## src/core/vrlvd_consts.svh

```systemverilog
// constants for the reference and supply monitor control block
// assumes inclusion by the package and the core module
`ifndef VRLVD_CONSTS_SVH
`define VRLVD_CONSTS_SVH
`define VRLVD_ADDR_REF 8'h9B
`define VRLVD_ADDR_DET 8'h9C
`define VRLVD_ADDR_IRQ_STAT 8'hA0
`define VRLVD_ADDR_IRQ_MASK 8'hA1
`define VRLVD_REF_RESET 8'h00
`define VRLVD_TRIP_RESET 4'h5
`define VRLVD_BIT_HI_EN 7
`define VRLVD_BIT_LO_EN 6
`define VRLVD_BIT_HI_OE 5
`define VRLVD_BIT_LO_OE 4
`define VRLVD_BIT_BANDGAP_STABLE_FLAG 5
`define VRLVD_BIT_DET_EN 4
`define VRLVD_TRIP_EXT 4'hF
`define VRLVD_TRIP_MIN_VALID 4'h4
`define VRLVD_IRQ_LOW_SUPPLY 0
`define VRLVD_IRQ_BG_STABLE 1
`endif

```

## src/core/vrlvd_pkg.sv

```systemverilog
// types shared by the reference and supply monitor control block
// assumes the constants header sits beside it
`include "vrlvd_consts.svh"
`default_nettype none
package vrlvd_pkg;
	typedef struct packed {
		logic [7:0] addr;
		logic [7:0] wdata;
		logic wr;
		logic rd;
	} vrlvd_bus_t;
	typedef struct packed {
		logic bandgap_on;
		logic high_ref_on;
		logic low_ref_on;
		logic detect_on;
		logic ext_input_sel;
		logic [3:0] trip_level_select;
		logic high_pin_drive;
		logic low_pin_drive;
	} vrlvd_analog_t;
	typedef enum logic [1:0] {
		VRLVD_WAIT = 2'b01,
		VRLVD_ARMED = 2'b10
	} vrlvd_mode_t;
	typedef struct packed {
		logic high_ref_enable;
		logic low_ref_enable;
		logic high_ref_pin_output_enable;
		logic low_ref_pin_output_enable;
		logic detect_power_enable;
		logic [3:0] trip_level_select;
		logic bg_s1;
		logic bg_s2;
		logic low_s1;
		logic low_s2;
		logic bg_prev;
		logic [1:0] irq_stat;
		logic [1:0] irq_mask;
		logic [7:0] rdata;
		logic irq;
		vrlvd_mode_t mode;
		vrlvd_analog_t ana;
	} vrlvd_state_t;
endpackage : vrlvd_pkg
`default_nettype wire

```

## src/core/vrlvd_core.sv

```systemverilog
// control and status logic for bandgap, references and supply monitor
// assumes a single 250 MHz clock and analog flags already clean of glitches
//
// Design decision made here: the strobed register port.
`include "vrlvd_consts.svh"
`default_nettype none
module vrlvd_core (
	input wire logic I_SYS_CLK,
	input wire logic I_RST_N,
	input wire vrlvd_pkg::vrlvd_bus_t I_BUS,
	input wire logic I_BROWNOUT_RESET_EN,
	input wire logic I_BANDGAP_STABLE,
	input wire logic I_SUPPLY_BELOW_TRIP,
	output logic [7:0] O_RDATA,
	output logic O_IRQ,
	output vrlvd_pkg::vrlvd_analog_t O_ANALOG
);
	import vrlvd_pkg::*;

	vrlvd_state_t st;
	vrlvd_state_t next_st;
	logic [1:0] wr_clear;
	logic [1:0] events;

	always_comb begin
		next_st = st;
		wr_clear = 2'b00;
		events = 2'b00;
		// two stage capture of the analog flags
		next_st.bg_s1 = I_BANDGAP_STABLE;
		next_st.bg_s2 = st.bg_s1;
		next_st.low_s1 = I_SUPPLY_BELOW_TRIP;
		next_st.low_s2 = st.low_s1;
		next_st.bg_prev = st.bg_s2;
		next_st.rdata = 8'h00;
		if (I_BUS.wr) begin
			if (I_BUS.addr == `VRLVD_ADDR_REF) begin
				next_st.high_ref_enable = I_BUS.wdata[`VRLVD_BIT_HI_EN];
				next_st.low_ref_enable = I_BUS.wdata[`VRLVD_BIT_LO_EN];
				next_st.high_ref_pin_output_enable = I_BUS.wdata[`VRLVD_BIT_HI_OE];
				next_st.low_ref_pin_output_enable = I_BUS.wdata[`VRLVD_BIT_LO_OE];
			end else if (I_BUS.addr == `VRLVD_ADDR_DET) begin
				next_st.detect_power_enable = I_BUS.wdata[`VRLVD_BIT_DET_EN];
				next_st.trip_level_select = I_BUS.wdata[3:0];
			end else if (I_BUS.addr == `VRLVD_ADDR_IRQ_STAT) begin
				wr_clear = I_BUS.wdata[1:0];
			end else if (I_BUS.addr == `VRLVD_ADDR_IRQ_MASK) begin
				next_st.irq_mask = I_BUS.wdata[1:0];
			end
		end
		if (I_BUS.rd) begin
			if (I_BUS.addr == `VRLVD_ADDR_REF) begin
				next_st.rdata = {st.high_ref_enable, st.low_ref_enable,
					st.high_ref_pin_output_enable, st.low_ref_pin_output_enable,
					4'h0};
			end else if (I_BUS.addr == `VRLVD_ADDR_DET) begin
				next_st.rdata = {2'b00, st.bg_s2, st.detect_power_enable,
					st.trip_level_select};
			end else if (I_BUS.addr == `VRLVD_ADDR_IRQ_STAT) begin
				next_st.rdata = {6'h00, st.irq_stat};
			end else if (I_BUS.addr == `VRLVD_ADDR_IRQ_MASK) begin
				next_st.rdata = {6'h00, st.irq_mask};
			end
		end
		// detector arms only once the bandgap reports stable
		case (st.mode)
			VRLVD_WAIT: begin
				if (st.detect_power_enable && st.bg_s2) begin
					next_st.mode = VRLVD_ARMED;
				end
			end
			VRLVD_ARMED: begin
				if (!st.detect_power_enable || !st.bg_s2) begin
					next_st.mode = VRLVD_WAIT;
				end
			end
			default: begin
				next_st.mode = VRLVD_WAIT;
			end
		endcase
		events[`VRLVD_IRQ_LOW_SUPPLY] = (st.mode == VRLVD_ARMED) && st.bg_s2 && st.low_s2;
		events[`VRLVD_IRQ_BG_STABLE] = st.bg_s2 && !st.bg_prev;
		// set beats clear; low supply level while armed with bandgap stable also blocks the clear
		next_st.irq_stat = (st.irq_stat & ~wr_clear) | events;
		next_st.irq = |(next_st.irq_stat & next_st.irq_mask);
		next_st.ana.high_ref_on = st.high_ref_enable;
		next_st.ana.low_ref_on = st.low_ref_enable;
		next_st.ana.detect_on = st.detect_power_enable;
		next_st.ana.bandgap_on = I_BROWNOUT_RESET_EN || st.detect_power_enable
			|| st.high_ref_enable || st.low_ref_enable;
		next_st.ana.trip_level_select = st.trip_level_select;
		next_st.ana.ext_input_sel = (st.trip_level_select == `VRLVD_TRIP_EXT);
		next_st.ana.high_pin_drive = st.high_ref_enable
			&& st.high_ref_pin_output_enable;
		next_st.ana.low_pin_drive = st.low_ref_enable
			&& st.low_ref_pin_output_enable;
	end

	always_ff @(posedge I_SYS_CLK or negedge I_RST_N) begin
		if (!I_RST_N) begin
			st <= '0;
			st.trip_level_select <= `VRLVD_TRIP_RESET;
			st.mode <= VRLVD_WAIT;
		end else begin
			st <= next_st;
		end
	end

	assign O_RDATA = st.rdata;
	assign O_IRQ = st.irq;
	assign O_ANALOG = st.ana;

	logic trip_reserved;
	assign trip_reserved = st.trip_level_select < `VRLVD_TRIP_MIN_VALID;
endmodule : vrlvd_core
`default_nettype wire

```

## config.mk

```make
export PLATFORM = sky130hd
export DESIGN_NAME = vrlvd_core
export DESIGN_NICKNAME = d
export VERILOG_FILES = /design/src/core/vrlvd_pkg.sv /design/src/core/vrlvd_core.sv
export VERILOG_INCLUDE_DIRS = /design/src /design/src/core
export SDC_FILE = /design/constraint.sdc
export NUM_CORES = 1
export LEC_CHECK = 0
export BUFFER_PORTS_ARGS = -buffer_cell sky130_fd_sc_hd__buf_4
export CELL_PAD_IN_SITES_DETAIL_PLACEMENT = 1
export CELL_PAD_IN_SITES_GLOBAL_PLACEMENT = 1
export CORE_ASPECT_RATIO = 1.2
export CORE_MARGIN = 2
export CORE_UTILIZATION = 37
export CTS_CLUSTER_SIZE = 20
export DETAILED_ROUTE_END_ITERATION = 10
export PLACE_DENSITY = 0.71
export SYNTH_ARGS = -nofsm -noshare
export SYNTH_HDL_FRONTEND = slang
export SYNTH_SLANG_ARGS = --single-unit
```

## constraint.sdc

```tcl
create_clock -name I_SYS_CLK -period 1.5 [get_ports I_SYS_CLK]
set_input_delay 0.15 -clock I_SYS_CLK [delete_from_list [all_inputs] [get_ports I_SYS_CLK]]
set_output_delay 0.15 -clock I_SYS_CLK [all_outputs]
set_load 0.01 [all_outputs]
```

==> flow_summary.toml <==
[timing]
post-route-min-period_ns = 1.59
rsz0062_at_grt = "yes"
timing.final.crit_share_pct = 106
postLayoutSetupSlackWorst_ns = -0.0927
worst_rel_slew_slack_pct = 67.6
hold_viol = 0
finClkSkew_ns = 0.00172
finalSetupViolations = 1
hold-worst-slack_ns = 0.0473
timing.fmax_mhz = 628
tightest_slew_ns = 0.486
fin_setup_tns_ns = -0.0927
finalMaxSlewViolations = 0

[pwr]
peak_supply_drop_mv = 0.448
finalPower_mw = 2.01
static-leakage-power_nw = 1.11
p_per_area_nw_per_um2 = 931

[logic_synthesis]
synth-seq-area-share_pct = 59.0
synth_area_leaders = "sky130_fd_sc_hd__dfrtp_1 (54%), sky130_fd_sc_hd__buf_4 (8.4%), sky130_fd_sc_hd__dfstp_2 (4.6%)"
synthDominantAreaCellType = "sky130_fd_sc_hd__dfrtp_1"
number_of_warnings_printed_during_yosys_synthesis = 0
syn-instance-count = 132
synth_nets = 155
postSynthRegisterBits = 40
netlist_area_um2 = 1700
post_syn_area_per_cell_um2 = 12.9
yosysTopAreaCellShare_pct = 54.4
post_synth_num_cell_types = 34

[setup_path]
regToRegEndpoint = "O_IRQ$_DFF_PN0_"
worst_ep_arrival_time_ns = 1.75
rr_worst_depth = 4
crit_path_start = "st[11]$_DFFE_PN1P_"
critPathKind = "reg -> reg"
timing.critical_path.required_ns = 1.66
startpoint_type = "flip-flop"
max_fanout_on_critical_path = 2
critical_path.reg2reg.startpoint = "st[11]$_DFFE_PN1P_"
kind_of_capture_point_of_the_worst_setup_path = "flip-flop"
rrSetupSlack_ns = -0.09
cp_capture_point = "O_IRQ$_DFF_PN0_"

[layout]
final_layout_size_suffix_gt1_share_pct = 45.2
syn2layout_area_growth_pct = 27.1
final_nets = 199
leading_cell_type_in_the_layout_fill_and_taps_excluded = "sky130_fd_sc_hd__buf_4"
postLayoutCoreUtil_pct = 48.1
insertedDiodeCount = 0
instances_no_fill = 235
commonest_cells_after_routing_fill_and_taps_aside = "sky130_fd_sc_hd__buf_4 (55), sky130_fd_sc_hd__dfrtp_1 (37), sky130_fd_sc_hd__mux2_2 (7)"
post-route-cell-area_um2 = 2160

[cts]
insertion_delay_ns = 0.29
clock_sinks = 40
cts_max_path_buffers = 2
clock_transition_at_the_registers_of_the_reported_paths_ns = 0.08
cts.repair_timing.setup_buffer_count = 0
cts-buffers-inserted = 5
cts-root-buf = "sky130_fd_sc_hd__clkbuf_8"
htreeDepth = 2
tritoncts = "yes"

[min_path]
hold_path.class = "in -> reg"

[global_route]
grt_start_max_net_pins = 41
met3_usage_pct = 4.01
grtUsageMet2_pct = 29.4
grt_antenna_before_repair = 0
busiest_layer = "met2"
globalRoute.totalOverflow = 0
grt_use_met1_pct = 17.0
grt_pass1_vias = 1273
gr-usage-all-layers_pct = 16.3
grt_first_pass_wirelength_um = 6180

[placement]
dp.cells = 224
placement.cell_area_um2 = 2040
preCtsSetupSlack_ns = -0.262
dp.final_hpwl_um = 2740
port-buffer-count = 42
global_placement_routability_congestion = 0.757

[floorplanning]
rows = 27
io_pins = 43
die_h_um = 78.3
die_width_um = 65.9
initial_standard_cell_utilization_of_the_core_pct = 37.9
area_of_the_placeable_core_um2 = 4490
fp.dieArea_um2 = 5160

[flow_run]
drv_cap = 0

[route]
drc_errors = 0
dr.first_iter.drc_count = 10
routedWlPerCell_um = 15.2
drt-vias-per-instance = 4.74
drtAntennaViolNets = 0
route.vias.total = 1115
detail_route.first_pass.iterations = 4
route.final.wire_length_um = 3580

[status]
failed_checks = "negative setup slack"
run_status = "finished, violations left"
## layer usage
metal,wire (um),vias to the layer above
met3,179,7
met5,0,-
li1,-,530
met2,1980,36
met4,110,0
met1,1300,542
## what timing repair did
action / CTS / global route
pin swaps: 1 / 1
endpoints found under the setup margin: 1 / 1
hold buffers: 3 / 0
gates cloned: 0 / 0
endpoints found under the hold margin: 39 / 0
gates resized for setup: 1 / 1
## how the worst min path moves through the flow
stage                   startpoint                      to  slack [ns]  cells past startpoint
2_1_floorplan              I_RST_N   O_ANALOG[0]$_DFF_PN0_       -0.15                      0
3_3_place_gp               I_RST_N        st[22]$_DFF_PN0_        0.14                      1
3_5_place_dp               I_RST_N        st[22]$_DFF_PN0_        0.16                      1
4_1_cts        I_BROWNOUT_RESET_EN  O_ANALOG[10]$_DFF_PN0_        0.03                      2
5_1_grt        I_BROWNOUT_RESET_EN  O_ANALOG[10]$_DFF_PN0_        0.04                      2
6_report       I_BROWNOUT_RESET_EN  O_ANALOG[10]$_DFF_PN0_        0.05                      2
## report_power, final
part | total [mW] | switching, mW | internal (mW)
combinational | 0.183 | 0.0842 | 0.0987
sequential | 1.14 | 0.0210 | 1.12
clock | 0.694 | 0.370 | 0.324
## flip-flops by register name, summed over array words and instances, names as in the netlist
| name | flops |
|---|---|
| O_IRQ | 1 |
| O_ANALOG | 11 |
| O_RDATA | 8 |
| next_st | 10 |
| st | 10 |
## critical path, stage by stage (launching register included)
cell	delay, ns
sky130_fd_sc_hd__dfstp_2	0.54
sky130_fd_sc_hd__and4b_2	0.25
sky130_fd_sc_hd__or3b_4	0.37
sky130_fd_sc_hd__mux2i_1	0.18
sky130_fd_sc_hd__o211ai_1	0.12
## cell usage after synthesis
library cell,number
sky130_fd_sc_hd__dfrtp_1,37
sky130_fd_sc_hd__buf_4,19
sky130_fd_sc_hd__mux2_2,7
sky130_fd_sc_hd__mux2_1,5
sky130_fd_sc_hd__a21o_1,4
sky130_fd_sc_hd__a22oi_1,4
sky130_fd_sc_hd__and2_1,4
sky130_fd_sc_hd__inv_1,4
sky130_fd_sc_hd__nand2_1,4
sky130_fd_sc_hd__nor2_1,4
sky130_fd_sc_hd__o21ai_0,4
sky130_fd_sc_hd__and3_1,3
sky130_fd_sc_hd__dfstp_2,3
sky130_fd_sc_hd__nand2b_1,3
sky130_fd_sc_hd__nor2b_1,3
sky130_fd_sc_hd__and3b_1,2
sky130_fd_sc_hd__and4_1,2
sky130_fd_sc_hd__clkbuf_1,2
sky130_fd_sc_hd__nand3b_1,2
sky130_fd_sc_hd__or4_1,2
sky130_fd_sc_hd__and4b_1,1
sky130_fd_sc_hd__and4bb_1,1
sky130_fd_sc_hd__mux2i_1,1
sky130_fd_sc_hd__nand2_2,1
sky130_fd_sc_hd__nor3_1,1
sky130_fd_sc_hd__nor4_1,1
sky130_fd_sc_hd__nor4_4,1
sky130_fd_sc_hd__nor4b_2,1
sky130_fd_sc_hd__o2111ai_1,1
sky130_fd_sc_hd__o211ai_1,1
sky130_fd_sc_hd__o22ai_1,1
sky130_fd_sc_hd__or3b_2,1
sky130_fd_sc_hd__or4b_4,1
sky130_fd_sc_hd__xor2_1,1
## logic make-up (layout without fill, tap and decap cells)
group,after synthesis,after routing,share of synthesized area (%)
multiplexers,13,13,8.53
buffers and inverters,25,70,9.71
AO/OA/AOI/OAI,15,15,6.03
XOR/XNOR,1,1,0.515
flip-flops,40,40,59.0
AND/OR/NAND/NOR,38,38,16.2
## layout make-up
type | count | area (um^2)
inverter | 4 | 15.0
clock inverter | 3 | 18.8
sequential | 40 | 1000
clock buffer | 5 | 68.8
multi-input combinational | 67 | 539
timing repair buffer | 58 | 443
fill | 471 | 2330
tap | 58 | 72.6
No activity file was read; power rests on OpenSTA's default activity.
